## src/shared/rims_consts.svh

```systemverilog
// Operation
// - Mask bit one enables that source
// - Mask clears to zero on reset
// - Fixed event bit positions, mask equals status
// - Status read clears held bits and pin; events in the read cycle stay
// - Mode off, mask zero: nothing recorded
// - Mode off, mask set: enabled only
// - Mode on, mask zero: record all, pin idle
// - Mode on, mask set: pin enabled, record all
// - Polling mode is control bit one
// - Masked polled events give no pin timing
// - Polarity bit zero high, one low
// - Buffer empty indication always active high
// - Control bit six routes header to pin
// - Indication pin ignores receive-start mask bit
// - Indication high from header to frame end
// - Pending enabled events OR onto pin
// - Pending bits sticky; lock, unlock clear each other
`ifndef RIMS_CONSTS_SVH
`define RIMS_CONSTS_SVH

// ==========================================================
// Register offsets
`define RIMS_OFS_CTRL_ONE 8'h04
`define RIMS_OFS_IRQ_MASK 8'h0E
`define RIMS_OFS_IRQ_STATUS 8'h0F

// ==========================================================
// Reset values
`define RIMS_RST_CTRL_ONE 8'h20
`define RIMS_RST_IRQ_MASK 8'h00
`define RIMS_RST_IRQ_STATUS 8'h00

// ==========================================================
// Control register fields
`define RIMS_CTRL_POLARITY_BIT 0
`define RIMS_CTRL_POLL_MODE_BIT 1
`define RIMS_CTRL_RX_IND_EN_BIT 6

// ==========================================================
// Event bit positions, shared by mask and status
`define RIMS_EV_SYNTH_LOCK 0
`define RIMS_EV_SYNTH_UNLOCK 1
`define RIMS_EV_RX_START 2
`define RIMS_EV_FRAME_DONE 3
`define RIMS_EV_MEASUREMENT_DONE 4
`define RIMS_EV_ADDRESS_MATCH 5
`define RIMS_EV_BUFFER_ACCESS_VIOLATION 6
`define RIMS_EV_SUPPLY_LOW 7

`endif

```

## src/shared/rims_pkg.sv

```systemverilog
`default_nettype none
package rims_pkg;

  // ==========================================================
  // Types
  typedef logic [7:0] rims_byte_t;

  // Whole state of the interrupt core
  typedef struct packed {
    rims_byte_t ctrlOne;
    rims_byte_t irqMask;
    rims_byte_t irqStatus;
    rims_byte_t rdData;
    logic irqPin;
    logic rxIndication;
    logic rxFrameActive;
  } rims_core_s;

  // State of the reset release chain
  typedef struct packed {
    logic [1:0] stages;
  } rims_rst_s;

endpackage

`default_nettype wire

```

## src/rims_rst_sync.sv

```systemverilog
`timescale 1ns/1ps
`default_nettype none

module rims_rst_sync
  import rims_pkg::*;
(
  input wire logic core_clk,
  input wire logic rst_n,
  output logic syncRst_n
);

  rims_rst_s state_reg;
  rims_rst_s state_next;

  // ==========================================================
  // Release shifts ones in; assertion is immediate
  always_comb
  begin
    state_next = state_reg;
    state_next.stages = {state_reg.stages[0], 1'b1};
  end

  always_ff @(posedge core_clk or negedge rst_n)
  begin
    if (!rst_n)
    begin
      state_reg <= '0;
    end
    else
    begin
      state_reg <= state_next;
    end
  end

  // Only the second stage leaves the module
  assign syncRst_n = state_reg.stages[1];

endmodule // rims_rst_sync

`default_nettype wire

```

## src/rims_core.sv

```systemverilog
`timescale 1ns/1ps
`default_nettype none
`include "rims_consts.svh"

module rims_core
  import rims_pkg::*;
#(
  parameter int NUM_EVENTS = 8
)
(
  input wire logic core_clk,
  input wire logic rst_n,
  input wire logic regWrEn,
  input wire logic regRdEn,
  input wire logic [7:0] regAddr,
  input wire logic [7:0] regWrData,
  output logic [7:0] regRdData,
  input wire logic [NUM_EVENTS-1:0] eventPulse,
  input wire logic phrReceived,
  input wire logic frameRxEnd,
  input wire logic fbEmptySelect,
  input wire logic fbEmptyLevel,
  output logic [7:0] ctrlOneOut,
  output logic irqPin,
  output logic rxIndicationPin
);

  // ==========================================================
  // Elaboration check
  // Bit positions are fixed, so only eight sources can be served
  if (NUM_EVENTS != 8)
  begin : gBadEvents
    $error("rims_core: NUM_EVENTS must be 8");
  end

  // ==========================================================
  // Reset release
  logic syncRst_n;

  rims_rst_sync uRstSync (
    .core_clk(core_clk),
    .rst_n(rst_n),
    .syncRst_n(syncRst_n)
  );

  // ==========================================================
  // State
  rims_core_s state_reg;
  rims_core_s state_next;

  // ==========================================================
  // Decode of register port
  logic wrCtrl;
  logic wrMask;
  logic rdStatus;

  assign wrCtrl = regWrEn && (regAddr == `RIMS_OFS_CTRL_ONE);
  assign wrMask = regWrEn && (regAddr == `RIMS_OFS_IRQ_MASK);
  assign rdStatus = regRdEn && (regAddr == `RIMS_OFS_IRQ_STATUS);

  // ==========================================================
  // Control fields
  logic pollMode;
  logic activeLow;
  logic rxIndEnable;

  assign pollMode = state_reg.ctrlOne[`RIMS_CTRL_POLL_MODE_BIT];
  assign activeLow = state_reg.ctrlOne[`RIMS_CTRL_POLARITY_BIT];
  assign rxIndEnable = state_reg.ctrlOne[`RIMS_CTRL_RX_IND_EN_BIT];

  // ==========================================================
  // Which events are recorded this cycle
  // Polling records all causes; otherwise only enabled ones
  logic [7:0] recorded;
  logic [7:0] enabledEvents;

  always_comb
  begin
    enabledEvents = eventPulse & state_reg.irqMask;
    if (pollMode)
    begin
      recorded = eventPulse;
    end
    else
    begin
      recorded = enabledEvents;
    end
  end

  // ==========================================================
  // Pending status update
  logic [7:0] kept;
  logic [7:0] statusNew;

  always_comb
  begin
    // Read clears everything already held
    if (rdStatus)
    begin
      kept = 8'h00;
    end
    else
    begin
      kept = state_reg.irqStatus;
    end
    // Lock and unlock knock out each other's pending bit
    if (recorded[`RIMS_EV_SYNTH_LOCK])
    begin
      kept[`RIMS_EV_SYNTH_UNLOCK] = 1'b0;
    end
    if (recorded[`RIMS_EV_SYNTH_UNLOCK])
    begin
      kept[`RIMS_EV_SYNTH_LOCK] = 1'b0;
    end
    // New events OR in last, so they survive a clearing read
    statusNew = kept | recorded;
  end

  // ==========================================================
  // Interrupt level and pin
  logic irqActive;
  logic irqPinNew;

  always_comb
  begin
    // Only enabled pending bits reach the pin; polled ones stay silent
    irqActive = |(statusNew & state_reg.irqMask);
    if (fbEmptySelect)
    begin
      irqPinNew = fbEmptyLevel;
    end
    else
    begin
      irqPinNew = irqActive ^ activeLow;
    end
  end

  // ==========================================================
  // Next state
  always_comb
  begin
    state_next = state_reg;
    state_next.irqStatus = statusNew;
    state_next.irqPin = irqPinNew;
    if (wrCtrl)
    begin
      state_next.ctrlOne = regWrData;
    end
    if (wrMask)
    begin
      state_next.irqMask = regWrData;
    end
    // Read data shows the value before the clearing read
    if (regRdEn)
    begin
      case (regAddr)
        `RIMS_OFS_CTRL_ONE: state_next.rdData = state_reg.ctrlOne;
        `RIMS_OFS_IRQ_MASK: state_next.rdData = state_reg.irqMask;
        `RIMS_OFS_IRQ_STATUS: state_next.rdData = state_reg.irqStatus;
        default: state_next.rdData = 8'h00;
      endcase
    end
    // Frame window tracked regardless of the receive-start mask bit
    if (phrReceived)
    begin
      state_next.rxFrameActive = 1'b1;
    end
    else if (frameRxEnd)
    begin
      state_next.rxFrameActive = 1'b0;
    end
    state_next.rxIndication = state_next.rxFrameActive && rxIndEnable;
  end

  // ==========================================================
  // State register
  always_ff @(posedge core_clk or negedge syncRst_n)
  begin
    if (!syncRst_n)
    begin
      state_reg.ctrlOne <= `RIMS_RST_CTRL_ONE;
      state_reg.irqMask <= `RIMS_RST_IRQ_MASK;
      state_reg.irqStatus <= `RIMS_RST_IRQ_STATUS;
      state_reg.rdData <= 8'h00;
      state_reg.irqPin <= 1'b0;
      state_reg.rxIndication <= 1'b0;
      state_reg.rxFrameActive <= 1'b0;
    end
    else
    begin
      state_reg <= state_next;
    end
  end

  // ==========================================================
  // Outputs, all from flops
  assign regRdData = state_reg.rdData;
  assign ctrlOneOut = state_reg.ctrlOne;
  assign irqPin = state_reg.irqPin;
  assign rxIndicationPin = state_reg.rxIndication;

endmodule // rims_core

`default_nettype wire

```

## config.mk

```make
export PLATFORM = sky130hd
export DESIGN_NAME = rims_core
export DESIGN_NICKNAME = d
export VERILOG_FILES = /design/src/shared/rims_pkg.sv /design/src/rims_rst_sync.sv /design/src/rims_core.sv
export VERILOG_INCLUDE_DIRS = /design/src /design/src/shared
export SDC_FILE = /design/constraint.sdc
export NUM_CORES = 1
export LEC_CHECK = 0
export BUFFER_PORTS_ARGS = -buffer_cell sky130_fd_sc_hd__buf_2
export CAP_MARGIN = 20
export CELL_PAD_IN_SITES_DETAIL_PLACEMENT = 1
export CELL_PAD_IN_SITES_GLOBAL_PLACEMENT = 1
export CORE_ASPECT_RATIO = 1.4
export CORE_MARGIN = 4
export CORE_UTILIZATION = 40
export DETAILED_ROUTE_END_ITERATION = 6
export HOLD_SLACK_MARGIN = 0.08
export PLACE_DENSITY_LB_ADDON = 0.1
export SYNTH_ARGS = -nofsm -noshare
export SYNTH_HDL_FRONTEND = slang
export SYNTH_HIERARCHICAL = 1
export SYNTH_SLANG_ARGS = --single-unit
```

## constraint.sdc

```tcl
create_clock -name core_clk -period 1.2 [get_ports core_clk]
set_input_delay 0.06 -clock core_clk [delete_from_list [all_inputs] [get_ports core_clk]]
set_output_delay 0.06 -clock core_clk [all_outputs]
set_load 0.02 [all_outputs]
```

==> results.md <==
- The count of boundary I/O pins is 50.
- The sequential cell area fraction in the yosys report is 46.72%.
- Traced cell by cell, the critical path runs through a222oi_1, nand3_1, nor4_1, a211oi_2.
- The checks that failed: setup timing.
- After detailed routing, the number of remaining DRC violations is 0.
- The first global-routing pass estimated 9708 um of wire.
- The number of library cell types mapped by synthesis is 37.
- The leftover overflow at the end of global routing is 0.
- The post-synthesis instance area is 1984 um^2.
- The total number of cells along the worst setup path is 4.
- The critical path contains buffers and inverters numbering 0 combined.
- In this run the worst hold path is classified as primary input to flop.
- The post-DP HPWL is ~4400 um.
- The maximum level of the CTS H-tree is 2.
- The count of pins over their slew limit came to 0.
- The port buffer count is 49.
- The top cell family by delay on the critical path is compound AO/OA/AOI/OAI gates.
- At the worst endpoint, the required time is 1.37 ns.
- In the routed layout, each cell is associated on average with a via count of 5.240.
- The final hold violation count is 0.
- The detailed router finished its first iteration with between 60 and 70 violations.
- The largest voltage drop on the vdd net is around 610 uV.
- The number of register bits inferred by synthesis is 37.
- After detailed routing, the average wire length per cell comes to about 17 um.
- The cell type contributing the most total cell area after synthesis is sky130_fd_sc_hd__dfrtp_1.
- The final worst-path cycle share is 121.0%.
- The synthesized design contains 0 enable-type register cells.
- The initial antenna violation count was 0.
- In the final design database the tool counted 304 nets.
- Setup total negative slack on the finished layout was measured at -0.2518 ns.
- The vias after detailed routing is 1766.
- The utilization after layout is 55.71%.
- The switching power of the nets is 0.8710 mW.
- The clock reaches the later pin of the worst-skew pair after 0.29 ns.
- Power spread over the standard cell area amounts to 1146 nW/um^2.
- For this run, the total global-route usage over all layers was measured as between 20% and 30%.
- The switching share of power is 28.17%.
- Among all stages on the critical path, the largest delay is contributed by sky130_fd_sc_hd__dfrtp_1.
- Once routing completed, OpenROAD measured the worst setup slack at -0.2518 ns.
- Summing all placed instances gives a cell area of about 2400 um^2.
- In the synthesized netlist the async set-or-reset flop fraction comes to 100.0%.
- The total die area is 6168 um^2.
- The most instantiated flip-flop cell in the synthesis netlist is sky130_fd_sc_hd__dfrtp_1.
- The maximum fanout along the worst path is 2.
- The startpoint identified for the worst register-to-register timing path is state_reg[22]$_DFFE_PN0P_.
- The relative contribution of combinational cells to total power is between 20% and 30%.
- The number of global-route vias before repair is between 1500 and 2000.
- The count of nets left with antenna violations once routing finished came out at 0.
- The run finished, with violations left.
- The final number of setup-violating endpoints is 1.
- The vertical extent of the die is 91.34 um.
- The final antenna diode count is 0.
- The critical path class is flop to flop.
- The launch point of the worst path is state_reg[22]$_DFFE_PN0P_.
- By area the synthesized netlist is led by sky130_fd_sc_hd__dfrtp_1 (45%), sky130_fd_sc_hd__buf_4 (6.4%), sky130_fd_sc_hd__mux2_4 (6.1%).
- After detailed routing, the total wire length is between 5000 and 6000 um.
- The part of the power in the clock network is 29.3%.
- After floorplanning, the core was sized to cover roughly 4800 um^2.
- The number of detailed-route iterations in the first pass is 4.
- Entering global routing, the biggest net connects 19 pins.
- After layout, the minimum clock period comes to ~1.5 ns.
- After floorplanning, the core was divided into 30 placement rows.
- Following the worst setup path forward leads to its endpoint at irqPin$_DFF_PN0_.
- Between clock sinks in the finished design, the worst skew comes to 0.003509 ns.
- The number of instances in the synthesized netlist is 189.
- Yosys printed 6 warnings.
- The finished layout holds 337 standard cells, fillers aside.
- For this run, the slowest stage of the critical path takes 0.39 ns.
- CTS placed an instance of sky130_fd_sc_hd__clkbuf_8 at the clock tree root.
- The worst setup path is captured at a flop.
- Clock-pin slew was measured on the worst setup and hold paths at 0.07 ns.
- The fraction of power consumed by sequential logic is 49.4%.
- The number of fill cells in the layout is 565.
- By count the netlist is led by sky130_fd_sc_hd__dfrtp_1 (36), sky130_fd_sc_hd__buf_4 (17), sky130_fd_sc_hd__nand4_1 (17), sky130_fd_sc_hd__nand2_1 (14), sky130_fd_sc_hd__o21ai_0 (11).
- CTS saw 37 sinks.
- Timing would allow up to 688.8 MHz.
- The data arrival time at the worst-slack endpoint is 1.62 ns.
- The number of maximum-capacitance constraint violations is 0.
- The static leakage is 1.319 nW.
- The type of element launching the critical path is a flop.
- The die is 67.53 um wide.
- After detailed placement, the design holds a cell count of 311.
- Clock tree synthesis inserted a total of 5 buffers.
- The internal portion of the total power is 2.221 mW.
- For this configuration, the core starts out at a cell density of 40.98%.
- After routing the design area is 2698 um^2.
- From synthesis to final layout, the design area changed by 35.94%.
- The endpoint of the most critical register-to-register path is irqPin$_DFF_PN0_.
- The number of flip-flops in the largest register is 17.
- Counting every net in the synthesized netlist gives about 220.
- The cell depth of the worst flop-to-flop path is 4.
- In the final layout, the share of cells above drive strength 1 is about two fifths.
- Setup repair after global routing could not meet its margin everywhere.
- The final weighted congestion in routability-driven placement is 0.8562.
- After layout, the design draws a total of about 3.1 mW.
- Dividing the synthesized area by the synthesized cell count gives ~10 um^2.
- TritonCTS built the clock tree.
- The clock passes through at most 2 buffers.
- The portion of synthesized cell area occupied by the leading cell type is 45.40%.
- Setup slack on the worst reg-to-reg path comes out at -0.25 ns.
- The cell with the most instances after synthesis is sky130_fd_sc_hd__dfrtp_1.
## kinds of logic after synthesis
logic type	after synthesis	share of synthesized area, %
and+or+nand+nor	64	20.56
DFF	37	46.72
buffers and inverters	37	10.84
AOI/OAI and AO/OA	34	11.10
muxes	16	10.59
other	1	0.1890
## final cells by class
type	instances	area [um^2]	share of cell area, %
Sequential cell	37	927.1	34.37
Multi-Input combinational cell	115	857.1	31.77
Timing Repair Buffer	103	705.7	26.16
Clock buffer	8	90.09	3.340
Tap cell	64	80.08	2.968
Inverter	10	37.54	1.391
## through the flow
stage / hold slack, ns / setup WS [ns]
3_3_place_gp: -0.1552 / -0.2335
3_5_place_dp: -0.1521 / -0.2899
5_1_grt: 0.1372 / -0.4310
6_report: 0.1235 / -0.2518
2_1_floorplan: -0.2356 / -0.1520
4_1_cts: 0.1164 / -0.2515
## power by group through the flow
stage | sequential, mW | clock (mW) | combinational (mW)
2_1_floorplan | 1.54 | 0 | 0.254
3_3_place_gp | 1.54 | 0 | 0.574
3_5_place_dp | 1.55 | 0 | 0.606
4_1_cts | 1.53 | 0.937 | 0.659
5_1_grt | 1.55 | 0.992 | 0.724
6_report | 1.53 | 0.907 | 0.656
## what timing repair did
action,in CTS,in global routing
resized for setup,2,0
endpoints found under the setup margin,1,1
buffers inserted,1,0
endpoints found under the hold margin,25,0
pin swaps,2,0
hold buffers,17,0
## tightest hold or removal path, stage by stage
cell	delay (ns)
sky130_fd_sc_hd__buf_2	0.09
sky130_fd_sc_hd__buf_4	0.09
sky130_fd_sc_hd__o21ai_0	0.07
sky130_fd_sc_hd__nand2_1	0.07
## layer usage
metal	wire (um)	GRT usage, %
met4	91	7.953
met2	3264	36.88
met3	206	4.332
met5	0	0
met1	2196	23.79
## placed cells by master, fill, tap and decap left out, types with 2 or more instances in the layout
| master | count |
|---|---|
| sky130_fd_sc_hd__and3_1 | 9 |
| sky130_fd_sc_hd__dlygate4sd3_1 | 17 |
| sky130_fd_sc_hd__nand4b_1 | 8 |
| sky130_fd_sc_hd__a31oi_1 | 2 |
| sky130_fd_sc_hd__dfrtp_1 | 36 |
| sky130_fd_sc_hd__inv_1 | 10 |
| sky130_fd_sc_hd__buf_4 | 36 |
| sky130_fd_sc_hd__nand4_1 | 17 |
| sky130_fd_sc_hd__clkbuf_8 | 6 |
| sky130_fd_sc_hd__and2_1 | 3 |
| sky130_fd_sc_hd__mux2_2 | 8 |
| sky130_fd_sc_hd__a21o_1 | 2 |
| sky130_fd_sc_hd__nand2_1 | 14 |
| sky130_fd_sc_hd__a22oi_1 | 2 |
| sky130_fd_sc_hd__o21ai_0 | 11 |
| sky130_fd_sc_hd__clkbuf_1 | 2 |
| sky130_fd_sc_hd__mux2_4 | 8 |
| sky130_fd_sc_hd__o22ai_1 | 8 |
| sky130_fd_sc_hd__nor2b_1 | 2 |
| sky130_fd_sc_hd__buf_2 | 49 |
| sky130_fd_sc_hd__nand3_1 | 2 |
| sky130_fd_sc_hd__a222oi_1 | 2 |
## worst min path at each step
| stage | start | to | slack, ns | cells after the start |
|---|---|---|---|---|
| floorplan | rst_n | uRstSync/state_reg[0]$_DFF_PN0_ | -0.24 | 0 |
| global placement | rst_n | uRstSync/state_reg[0]$_DFF_PN0_ | -0.16 | 1 |
| detailed placement | rst_n | uRstSync/state_reg[1]$_DFF_PN0_ | -0.15 | 1 |
| CTS | eventPulse[2] | state_reg[13]$_DFF_PN0_ | 0.12 | 4 |
| global route | eventPulse[2] | state_reg[13]$_DFF_PN0_ | 0.14 | 4 |
| finish | eventPulse[2] | state_reg[13]$_DFF_PN0_ | 0.12 | 4 |
No activity file was read; power rests on OpenSTA's default activity.
